--- config.mk ---
export PLATFORM = sky130hd
export DESIGN_NAME = serial_slave
export DESIGN_NICKNAME = d
export VERILOG_FILES = /design/src/serial_pkg.sv /design/src/sync_if.sv /design/src/sync2.sv /design/src/serial_slave.sv
export SDC_FILE = /design/constraint.sdc
export NUM_CORES = 1
export LEC_CHECK = 0
export ABC_CLOCK_PERIOD_IN_PS = 3000
export BUFFER_PORTS_ARGS = -buffer_cell sky130_fd_sc_hd__buf_2
export CORE_MARGIN = 3
export CORE_UTILIZATION = 50
export DETAILED_ROUTE_END_ITERATION = 10
export GPL_TIMING_DRIVEN = 0
export PLACE_DENSITY_LB_ADDON = 0.08
export SLEW_MARGIN = 20
export SYNTH_ARGS = -nofsm -noshare
export SYNTH_HDL_FRONTEND = slang
export SYNTH_SLANG_ARGS = --single-unit
--- constraint.sdc ---
create_clock -name clk -period 3 [get_ports clk]
set_clock_uncertainty 0.05 [all_clocks]
set_input_delay 0.45 -clock clk [delete_from_list [all_inputs] [get_ports clk]]
set_output_delay 0.45 -clock clk [all_outputs]
set_load 0.01 [all_outputs]
--- src/serial_pkg.sv ---
// constants for the serial slave peripheral: register map, field layout, reset values, timing
// assumes an APB slave with 32-bit data and a 125 MHz peripheral clock
//
// Overview of operation
// - select 00 in slave: underrun sets no TX flag
// - byte write to lane 0 also hits lane 1
// - byte write to lane 1 is discarded
// - framed clear of underrun reads clear before engine ready
// - slave sleep entry after transfer may raise false wake
package serial_pkg;
    // ***************************************************
    // register offsets (byte addresses)
    // ***************************************************
    localparam logic [7:0] OFF_CTRL     = 8'h00; // serial_control_word
    localparam logic [7:0] OFF_STAT     = 8'h04; // serial_status_word
    localparam logic [7:0] OFF_TXBUF    = 8'h08;
    localparam logic [7:0] OFF_RXBUF    = 8'h0c;
    localparam logic [7:0] OFF_IRQ_STAT = 8'h10;
    localparam logic [7:0] OFF_IRQ_MASK = 8'h14;

    // ***************************************************
    // field positions
    // ***************************************************
    localparam int CTRL_EN       = 0;
    localparam int CTRL_FRAMED   = 1;
    localparam int CTRL_TXSEL    = 2; // two bits, 3:2
    localparam int CTRL_IE       = 4;
    localparam int CTRL_SLEEP    = 5;
    localparam int STAT_RX_FULL  = 0;
    localparam int STAT_TX_EMPTY = 1;
    localparam int STAT_UNDERRUN = 8;
    localparam int STAT_READY    = 9;
    localparam int STAT_BUSY     = 11;
    localparam int IRQ_TX        = 0;
    localparam int IRQ_RX        = 1;
    localparam int IRQ_UR        = 2;
    localparam int IRQ_WAKE      = 3;
    localparam int IRQ_W         = 4;

    // ***************************************************
    // reset values and timing
    // ***************************************************
    localparam logic [5:0]       CTRL_RESET     = 6'h00;
    localparam logic [IRQ_W-1:0] IRQ_MASK_RESET = 4'h0;
    localparam int CLK_PERIOD_NS    = 8;
    localparam int BIT_TIME_NS      = 160;
    localparam int RECOVER_BITS     = 4;
    localparam int RECOVER_CYCLES   = (RECOVER_BITS * BIT_TIME_NS + CLK_PERIOD_NS - 1) / CLK_PERIOD_NS;

    typedef enum logic [1:0]
    {
        ST_IDLE    = 2'b00,
        ST_XFER    = 2'b01,
        ST_RECOVER = 2'b10
    } link_state_e;
endpackage

--- src/sync_if.sv ---
// carries raw pin levels into the synchroniser and the settled levels back
// assumes one clock domain on the reading side
`timescale 1ns/1ps
`default_nettype none
interface sync_if #(parameter int W = 3);
    logic [W-1:0] raw;
    logic [W-1:0] synced;
    modport pins (output raw, input synced);
    modport sync (input raw, output synced);
endinterface
`default_nettype wire

--- src/sync2.sv ---
// two-flop synchroniser for a group of asynchronous pins
// assumes the pins are independent levels; no bus coherency is promised
`timescale 1ns/1ps
`default_nettype none
module sync2
(
    input  wire logic clk,
    input  wire logic rst_n,
    sync_if.sync      sp
);
    logic [$bits(sp.raw)-1:0] meta_reg;
    logic [$bits(sp.raw)-1:0] hold_reg;

    // first stage feeds only the second stage
    always_ff @(posedge clk or negedge rst_n)
    begin
        if (!rst_n)
        begin
            meta_reg <= '0;
            hold_reg <= '0;
        end
        else
        begin
            meta_reg <= sp.raw;
            hold_reg <= meta_reg;
        end
    end

    assign sp.synced = hold_reg;
endmodule
`default_nettype wire

--- src/serial_slave.sv ---
// serial slave peripheral with APB register access and frame or select driven transfers
// assumes an external master drives sck, frame/select and mosi; all pins are asynchronous
//
// The implementer's own choices: the APB interface to the registers and the address map.
`timescale 1ns/1ps
`default_nettype none
module serial_slave
    import serial_pkg::*;
#(
    parameter int FRAME_BITS = 8
)
(
    input  wire logic        clk,
    input  wire logic        rst_n,
    input  wire logic        psel,
    input  wire logic        penable,
    input  wire logic        pwrite,
    input  wire logic [7:0]  paddr,
    input  wire logic [31:0] pwdata,
    input  wire logic [3:0]  pstrb,
    output logic      [31:0] prdata,
    output logic             pready,
    output logic             pslverr,
    output logic             irq,
    input  wire logic        sck,
    input  wire logic        frm,
    input  wire logic        mosi,
    output logic             miso,
    output logic             miso_oe
);
    // ***************************************************
    // parameter check
    // ***************************************************
    if (FRAME_BITS < 2 || FRAME_BITS > 16)
    begin : g_bad_width
        $error("FRAME_BITS must lie in 2..16");
    end

    localparam int CNT_W = $clog2(FRAME_BITS + 1);
    localparam int REC_W = $clog2(RECOVER_CYCLES + 1);

    // ***************************************************
    // pin synchronisation and edge detection
    // ***************************************************
    sync_if #(.W(3)) pin_s ();
    assign pin_s.raw = {frm, sck, mosi};
    sync2 u_sync (.clk(clk), .rst_n(rst_n), .sp(pin_s));

    logic frm_s, sck_s, mosi_s, frm_d_reg, sck_d_reg;
    assign frm_s  = pin_s.synced[2];
    assign sck_s  = pin_s.synced[1];
    assign mosi_s = pin_s.synced[0];

    always_ff @(posedge clk or negedge rst_n)
    begin
        if (!rst_n)
        begin
            frm_d_reg <= 1'b1;
            sck_d_reg <= 1'b0;
        end
        else
        begin
            frm_d_reg <= frm_s;
            sck_d_reg <= sck_s;
        end
    end

    // ***************************************************
    // register state
    // ***************************************************
    logic [5:0]            ctrl_reg;
    logic [FRAME_BITS-1:0] tx_buf_reg, rx_buf_reg, shift_reg;
    logic                  tx_full_reg, rx_full_reg, underrun_reg, sleep_d_reg, done_since_reg;
    logic [IRQ_W-1:0]      irq_stat_reg, irq_mask_reg;
    link_state_e           state_reg;
    logic [CNT_W-1:0]      bit_cnt_reg;
    logic [REC_W-1:0]      rec_cnt_reg;

    wire       framed   = ctrl_reg[CTRL_FRAMED];
    wire [1:0] tx_irq_select = ctrl_reg[CTRL_TXSEL +: 2];

    // ***************************************************
    // bus decode
    // ***************************************************
    wire acc      = psel & penable & pready;   // completing access edge
    wire wr       = acc & pwrite;
    wire rd       = acc & ~pwrite;
    wire hit_ctrl = paddr == OFF_CTRL;
    wire hit_stat = paddr == OFF_STAT;
    wire hit_tx   = paddr == OFF_TXBUF;
    wire hit_rx   = paddr == OFF_RXBUF;
    wire hit_is   = paddr == OFF_IRQ_STAT;
    wire hit_im   = paddr == OFF_IRQ_MASK;
    wire mapped   = hit_ctrl | hit_stat | hit_tx | hit_rx | hit_is | hit_im;

    // status word byte lanes: lone lane 0 strobe also writes lane 1, lone lane 1 strobe dropped
    wire        stat_lane0 = pstrb == 4'b0001;
    wire        stat_lane1_ok = stat_lane0 | (pstrb[1] & pstrb != 4'b0010);
    wire [15:0] stat_wdata = stat_lane0 ? {pwdata[7:0], pwdata[7:0]} : pwdata[15:0];
    wire        ur_clear   = wr & hit_stat & stat_lane1_ok & stat_wdata[STAT_UNDERRUN];

    // ***************************************************
    // link events
    // ***************************************************
    wire en         = ctrl_reg[CTRL_EN];
    wire start_ok   = en & (state_reg == ST_IDLE);
    wire frame_start = start_ok & (framed ? (frm_s & ~frm_d_reg) : (~frm_s & frm_d_reg));
    wire desel      = ~framed & frm_s & (state_reg == ST_XFER);
    wire sck_rise   = (state_reg == ST_XFER) & sck_s & ~sck_d_reg;
    wire sck_fall   = (state_reg == ST_XFER) & ~sck_s & sck_d_reg;
    wire last_bit   = bit_cnt_reg == CNT_W'(FRAME_BITS - 1);
    wire done_evt   = sck_rise & last_bit;
    wire reload     = done_evt & ~framed & ~frm_s;           // select held: next word follows
    wire load_evt   = frame_start | reload;
    wire tx_load    = load_evt & tx_full_reg;
    wire ur_evt     = load_evt & ~tx_full_reg;
    wire sleep_evt  = ctrl_reg[CTRL_SLEEP] & ~sleep_d_reg;
    // false wake on every sleep entry with IE set once any transfer finished since enable
    wire wake_evt   = sleep_evt & ctrl_reg[CTRL_IE] & done_since_reg;

    // select 00 reports only finished words; underrun never reaches the TX flag then
    wire tx_evt = (tx_irq_select == 2'b00) ? done_evt : (tx_load | ur_evt);
    wire [IRQ_W-1:0] irq_set = {wake_evt, ur_evt, done_evt, tx_evt};
    wire [IRQ_W-1:0] irq_clr = (wr & hit_is) ? pwdata[IRQ_W-1:0] : '0;

    // ***************************************************
    // bus answer: one wait state, registered data
    // ***************************************************
    logic [31:0] rdata;
    always_comb
    begin
        rdata = 32'h0;
        if (hit_ctrl) rdata[5:0] = ctrl_reg;
        if (hit_stat)
        begin
            rdata[STAT_RX_FULL]  = rx_full_reg;
            rdata[STAT_TX_EMPTY] = ~tx_full_reg;
            rdata[STAT_UNDERRUN] = underrun_reg;
            rdata[STAT_READY]    = state_reg != ST_RECOVER;
            rdata[STAT_BUSY]     = state_reg == ST_XFER;
        end
        if (hit_rx) rdata[FRAME_BITS-1:0] = rx_buf_reg;
        if (hit_is) rdata[IRQ_W-1:0] = irq_stat_reg;
        if (hit_im) rdata[IRQ_W-1:0] = irq_mask_reg;
    end

    always_ff @(posedge clk or negedge rst_n)
    begin
        if (!rst_n)
        begin
            pready  <= 1'b0;
            prdata  <= 32'h0;
            pslverr <= 1'b0;
        end
        else
        begin
            pready  <= psel & penable & ~pready;
            prdata  <= (psel & penable & ~pready) ? rdata : 32'h0;
            pslverr <= psel & penable & ~pready & ~mapped;
        end
    end

    // ***************************************************
    // software registers and sticky flags (set beats clear)
    // ***************************************************
    always_ff @(posedge clk or negedge rst_n)
    begin
        if (!rst_n)
        begin
            ctrl_reg       <= CTRL_RESET;
            irq_mask_reg   <= IRQ_MASK_RESET;
            irq_stat_reg   <= '0;
            tx_buf_reg     <= '0;
            tx_full_reg    <= 1'b0;
            rx_buf_reg     <= '0;
            rx_full_reg    <= 1'b0;
            underrun_reg   <= 1'b0;
            sleep_d_reg    <= 1'b0;
            done_since_reg <= 1'b0;
            irq            <= 1'b0;
        end
        else
        begin
            if (wr & hit_ctrl) ctrl_reg <= pwdata[5:0];
            if (wr & hit_im) irq_mask_reg <= pwdata[IRQ_W-1:0];
            irq_stat_reg <= (irq_stat_reg & ~irq_clr) | irq_set;
            if (wr & hit_tx) tx_buf_reg <= pwdata[FRAME_BITS-1:0];
            tx_full_reg  <= (wr & hit_tx) | (tx_full_reg & ~tx_load);
            if (done_evt) rx_buf_reg <= {shift_reg[FRAME_BITS-2:0], mosi_s};
            rx_full_reg  <= done_evt | (rx_full_reg & ~(rd & hit_rx));
            // flag reads clear at once even when the engine still recovers
            underrun_reg <= ur_evt | (underrun_reg & ~ur_clear);
            sleep_d_reg  <= ctrl_reg[CTRL_SLEEP];
            done_since_reg <= (done_since_reg & en) | done_evt;
            irq <= |((irq_stat_reg & ~irq_clr | irq_set) & irq_mask_reg);
        end
    end

    // ***************************************************
    // transfer engine
    // ***************************************************
    always_ff @(posedge clk or negedge rst_n)
    begin
        if (!rst_n)
        begin
            state_reg   <= ST_IDLE;
            bit_cnt_reg <= '0;
            rec_cnt_reg <= '0;
            shift_reg   <= '0;
            miso        <= 1'b0;
            miso_oe     <= 1'b0;
        end
        else
        begin
            case (state_reg)
                ST_IDLE:
                begin
                    miso_oe <= 1'b0;
                    if (ur_clear & framed & en)
                    begin
                        // engine lags the flag by four bit times
                        state_reg   <= ST_RECOVER;
                        rec_cnt_reg <= REC_W'(RECOVER_CYCLES);
                    end
                    else if (frame_start)
                    begin
                        state_reg   <= ST_XFER;
                        bit_cnt_reg <= '0;
                        shift_reg   <= tx_full_reg ? tx_buf_reg : '0;
                        miso        <= tx_full_reg & tx_buf_reg[FRAME_BITS-1];
                        miso_oe     <= 1'b1;
                    end
                end
                ST_XFER:
                begin
                    if (~en | desel)
                    begin
                        state_reg <= ST_IDLE;
                        miso_oe   <= 1'b0;
                    end
                    else if (reload)
                    begin
                        bit_cnt_reg <= '0;
                        shift_reg   <= tx_full_reg ? tx_buf_reg : '0;
                        miso        <= tx_full_reg & tx_buf_reg[FRAME_BITS-1];
                    end
                    else if (done_evt)
                    begin
                        state_reg <= framed ? ST_IDLE : ST_XFER;
                        miso_oe   <= ~framed;
                    end
                    else if (sck_rise)
                    begin
                        bit_cnt_reg <= bit_cnt_reg + CNT_W'(1);
                        shift_reg   <= {shift_reg[FRAME_BITS-2:0], mosi_s};
                    end
                    else if (sck_fall)
                    begin
                        miso <= shift_reg[FRAME_BITS-1];
                    end
                end
                ST_RECOVER:
                begin
                    // frames arriving here are ignored; software is expected to wait
                    rec_cnt_reg <= rec_cnt_reg - REC_W'(1);
                    if (rec_cnt_reg == REC_W'(1)) state_reg <= ST_IDLE;
                end
                default:
                begin
                    state_reg <= ST_IDLE;
                end
            endcase
        end
    end
endmodule
`default_nettype wire

-- After elaboration in Yosys (flattened, before gate mapping)
Cells that the tools add are included.
- logic and storage cells: 183
- output and inout bits: 37
- bits in registers: 81
- input port bits: 52
- equal/unequal tests: 24
- bitwise logic cells: 71
- multiplexer cells: 51
- $add $sub $neg: 2
- reduce and logical (&&, ||, !) cells: 11
- operators with widths (cell ; count):
    two-way mux 8 bit ; 8
    AND 1 bit ; 40
    two-way mux 4 bit ; 9
    equality test 8 x 4 -> 1 bit (second input constant) ; 2
    equality test 8 x 5 -> 1 bit (second input constant) ; 2
    two-way mux 1 bit ; 16
    two-way mux 2 bit ; 8
    case mux 8 bit (2 select lines) ; 1
    inverter 1 bit ; 14
    case mux 7 bit (2 select lines) ; 1
    bitwise OR 1 bit ; 13
    two-way mux 12 bit ; 1
    != test 3 bit (second input constant) ; 4
    != test 2 bit (second input constant) ; 5
    two-way mux 9 bit ; 1
    != test 3 x 2 -> 1 bit (second input constant) ; 3
    AND 4 bit ; 2
    equality test 8 x 3 -> 1 bit (second input constant) ; 1
    zero test 8 bit ; 1
    case mux 4 bit (2 select lines) ; 1
    equality test 7 x 1 -> 1 bit (second input constant) ; 1
    two-way mux 7 bit ; 1
    AND reduction 7 bit ; 1
    subtractor 7 x 1 -> 7 bit (second input constant) ; 1
    other kinds (19) ; 22

-- Longest topological paths before layout
- word-level depth: 13
- mapped depth: 7
- mapped depth without buffers: 6

-- Modules after synthesis
From an unflattened synthesis, not the netlist that was laid out.
- cells, all modules: 355
- area, all modules: 3782.4 um^2
- modules (own cells, without submodules) (module ; area each (um^2) ; times used ; cells each):
    serial_slave ; 3632.2 ; 1 ; 349
    sync2 ; 150.1 ; 1 ; 6

-- Worst setup path after synthesis
Ideal clock, no wire load.
- path kind: input-to-reg
- from: input port paddr[5]
- to: register ctrl_reg[0]
- stages: 7
- data arrival time: 1.911 ns
- buffers on the path: 2
- path slack: 0.914 ns
- path through: nor4_1 -> and3b_1 -> buf_2 -> and2b_1 -> and2_1 -> buf_2 -> mux2_2
- longest elaborated chain between the ends: 2
- RTL lines (element ; RTL line ; RTL):
    start: declaration ; serial_slave.sv:18 ; input wire logic [7:0] paddr,
    zero test 8 bit ; serial_slave.sv:88 ; wire hit_ctrl = paddr == OFF_CTRL;
    AND 1 bit ; serial_slave.sv:184 ; if (wr & hit_ctrl) ctrl_reg <= pwdata[5:0];
    end signal: assignment ; serial_slave.sv:184 ;
    end: declaration ; serial_slave.sv:71 ; logic [5:0] ctrl_reg;
Every way passes these cells.
A chain may end at the register's enable or synchronous reset.

-- Final worst setup path
- from: register state_reg[0]
- to: register shift_reg[7]
- longest elaborated chain between the ends: 9
- elaborated cells between the ends (all ways): 21
- those cells by class: eq/ne: 6; mux: 3; bitwise: 9; reduce/logical: 3
- RTL lines (element ; RTL line ; RTL):
    start: declaration ; serial_slave.sv:75 ; link_state_e state_reg;
    start signal: assignment ; serial_slave.sv:249 ; state_reg <= framed ? ST_IDLE : ST_XFER;
    equality test 2 x 1 -> 1 bit ; serial_slave.sv:108, serial_slave.sv:109, serial_slave.sv:215 ;
    AND 1 bit (2 in series) ; serial_slave.sv:109 ; wire sck_rise = (state_reg == ST_XFER) & sck_s & ~sck_d_reg;
    AND 1 bit ; serial_slave.sv:112 ; wire done_evt = sck_rise & last_bit;
    AND 1 bit (2 in series) ; serial_slave.sv:113 ; wire reload = done_evt & ~framed & ~frm_s;
    two-way mux 8 bit ; serial_slave.sv:241 ; else if (reload)
    two-way mux 8 bit ; serial_slave.sv:236 ; if (~en | desel)
    case mux 8 bit (2 select lines) ; serial_slave.sv:215 ; case (state_reg)
    end signal: assignment ; serial_slave.sv:229 ; shift_reg <= tx_full_reg ? tx_buf_reg : '0;
    end signal: assignment ; serial_slave.sv:244 ; shift_reg <= tx_full_reg ? tx_buf_reg : '0;
    end signal: assignment ; serial_slave.sv:255 ; shift_reg <= {shift_reg[FRAME_BITS-2:0], mosi_s};
    end: declaration ; serial_slave.sv:72 ; logic [FRAME_BITS-1:0] tx_buf_reg, rx_buf_reg, shift_reg;
Several ways; a longest one is shown, not always the timed one. The select of a mux whose other input is x is not followed.

==> results.tsv <==
metric	value	unit
fmax	0.4462	GHz
Synth async-reset ratio	100.0	%
critical path cell sequence	clkbuf_1, nand2b_1, a31oi_1, clkbuf_1, nand3b_1, nand2_1, mux2_2	
Yosys warnings	0	
Hold Path Cell Cnt	1	
Netlist Area Pre-Place	3805	µm²
Core ar.	7331	µm²
CP Max Fanout	10	
kind of critical path	reg2reg	
Largest register FFs	11	
#FFs+latches synth	80	
die width	93.24	µm
vias in the first global route	2695	
hold endpoint	u_sync.meta_reg[2]$_DFF_PN0_	
Final nets	475	
largest net degree at the start of global routing	55	
Pleak	0.002261	µW
Hold Path Class	in2reg	
Syn Area/Cell	11.09	µm²
CTS H-tree lvls	3	
share of post-route cells with drive strength above 1	30.35	%
relative slew slack	57.68	%
GRT overflow	0	
CTS resizes	0	
maxcap violations	0	
Synth area leader	dfrtp_1	
clk_lat worst skew	350	ps
Max Slew Vio Count	0	
Cells after Synth	343	
HP Start	frm	
Row Count	31	
crit path DAT	2430	ps
maximum vdd ir drop	0.0003161	V
status	finished clean	
R2R Setup Slk	760	ps
TritonCTS clock tree	done	
ANT cells	0	
worst r2r path cells	7	
port bufs	44	
crit-path most repeated cell	clkbuf_1	
commonest non-fill, non-tap cells in the layout	dfrtp_1 (79), buf_2 (45), mux2_2 (37)	
Post-synth EDFFs	0	
largest register by flop count	prdata	
initial antenna violation count	0	
CTS Sinks	80	
slowest CP cell	clkbuf_1	
Final Cycle Share	74.71	%
TritonCTS Buffers	9	
initial drt markers	152	
Seq/Total Area, Yosys	52.65	%
buffers plus inverters on the worst setup path	2	
Setup TNS Final	0	ps
count of different cell masters after synthesis	60	
gr usage total	19.54	%
RR Startpoint	state_reg[0]$_DFFE_PN0P_	
CP Launch Type	register	
Least-Margin Pin Slew	632.9	ps
I/O pins	89	
worst setup margin	758.7	ps
Pwr Density	467.8	nW/µm²
Routed WL per cell	15.06	µm
final hold violation count	0	
hpwl dp	5825	µm
TritonRoute pass-1 iters	6	
Post-CTS Setup Inserts	0	
Total Die Area	8693	µm²
die span in y	93.24	µm
final setup fails	0	
Fill cells	638	
Critical Path End Type	register	
Placer Congestion	0.8118	
CTS Hold Buffers Added	1	
family with the most delay on the worst path	buffers and inverters	
CP Depth	7	
Vias	2785	
fin crit period	2241	ps
Worst R2R End	shift_reg[7]$_DFFE_PN0P_	
Initial Util	51.90	%
RSZ-0062 raised after global routing	no	
most common flop cell mapped by yosys	dfrtp_1	
CP max stage delay	380	ps
Post-Route WL	7889	µm
Worst-path clk slew	80	ps
top post-synthesis cells by area	dfrtp_1 (52%), mux2_2 (11%), buf_4 (4.1%)	
area delta synth->final	18.05	%
# DRC	0	
Worst EP required	3190	ps
post-synth top area share	51.96	%
clk buf depth	2	
first-pass GRT wire length	13170	µm
most common cell after layout, fill and taps aside	dfrtp_1	
drt via density	5.315	
clk root buf	clkbuf_8	
Setup WS pre-CTS	403.8	ps
post-route ant nets	0	
worst max path at each step:
stage,startpoint,endpoint,slack (ps)
final,state_reg[0]$_DFFE_PN0P_,shift_reg[7]$_DFFE_PN0P_,760
after global placement,paddr[1],irq$_DFF_PN0_,420
after floorplan,paddr[5],ctrl_reg[0]$_DFFE_PN0P_,910
after global routing,state_reg[0]$_DFFE_PN0P_,shift_reg[7]$_DFFE_PN0P_,550
after detailed placement,paddr[1],irq$_DFF_PN0_,400
after CTS,state_reg[0]$_DFFE_PN0P_,shift_reg[7]$_DFFE_PN0P_,750
cell usage after synthesis (4+ instances only):
cell type and number:
dfrtp_1 79, and3_1 5, nand2b_1 5, a22oi_1 4, buf_4 21, nand2_1 33
nand3_1 7, clkbuf_1 10, a31oi_1 4, nor2b_1 4, nand3b_1 5, nor2_1 22
and3b_1 4, a21oi_1 6, mux2_2 37, o21ai_0 22, inv_1 8
per-layer routing:
layer	part of all wire [%]	track usage, %	wire length, µm	vias to the layer above
li1	-	-	-	1346
met1	48	27.66	3799	1342
met2	44	29.78	3442	84
met3	6.8	3.781	535	13
met4	1.4	7.570	112	0
met5	0	0	0	-
per-stage QoR:
step	total power (µW)	utilization [%]	hold slack [ps]	instances	area, µm²
floorplan	1167	-	104.4	363	3880
global placement	1221	57.62	281.6	506	4224
detailed placement	1227	58.03	288.1	507	4254
CTS	2120	61.27	143.3	524	4492
global route	2182	61.27	147.7	524	4492
finish	2101	61.27	157.4	524	4492
cell type report:
type                            instances  area, µm²  share of cell area, %
Sequential cell                        80       2003                  44.60
Multi-Input combinational cell        242       1642                  36.55
Timing Repair Buffer                   46      260.3                  5.794
Buffer                                 33      205.2                  4.568
Clock buffer                           10      137.6                  3.064
Tap cell                               99      123.9                  2.758
Clock inverter                          6      90.09                  2.006
Inverter                                8      30.03                 0.6685
logic make-up after synthesis:
kind of cell    share of synthesized area [%]
flops                                   52.65
fa+ha+maj                              0.9866
buf+inv                                 6.182
xor+xnor                                1.151
compound gates                          11.54
mux                                     11.48
simple gates                            15.92
other cells                           0.09856
where the power goes:
part / internal (µW) / switching [µW] / total [µW]
Clock: 496 / 399 / 895
Combinational: 48.2 / 67.6 / 116
Sequential: 1090 / 4.96 / 1090
No activity file was read; power rests on OpenSTA's default activity.
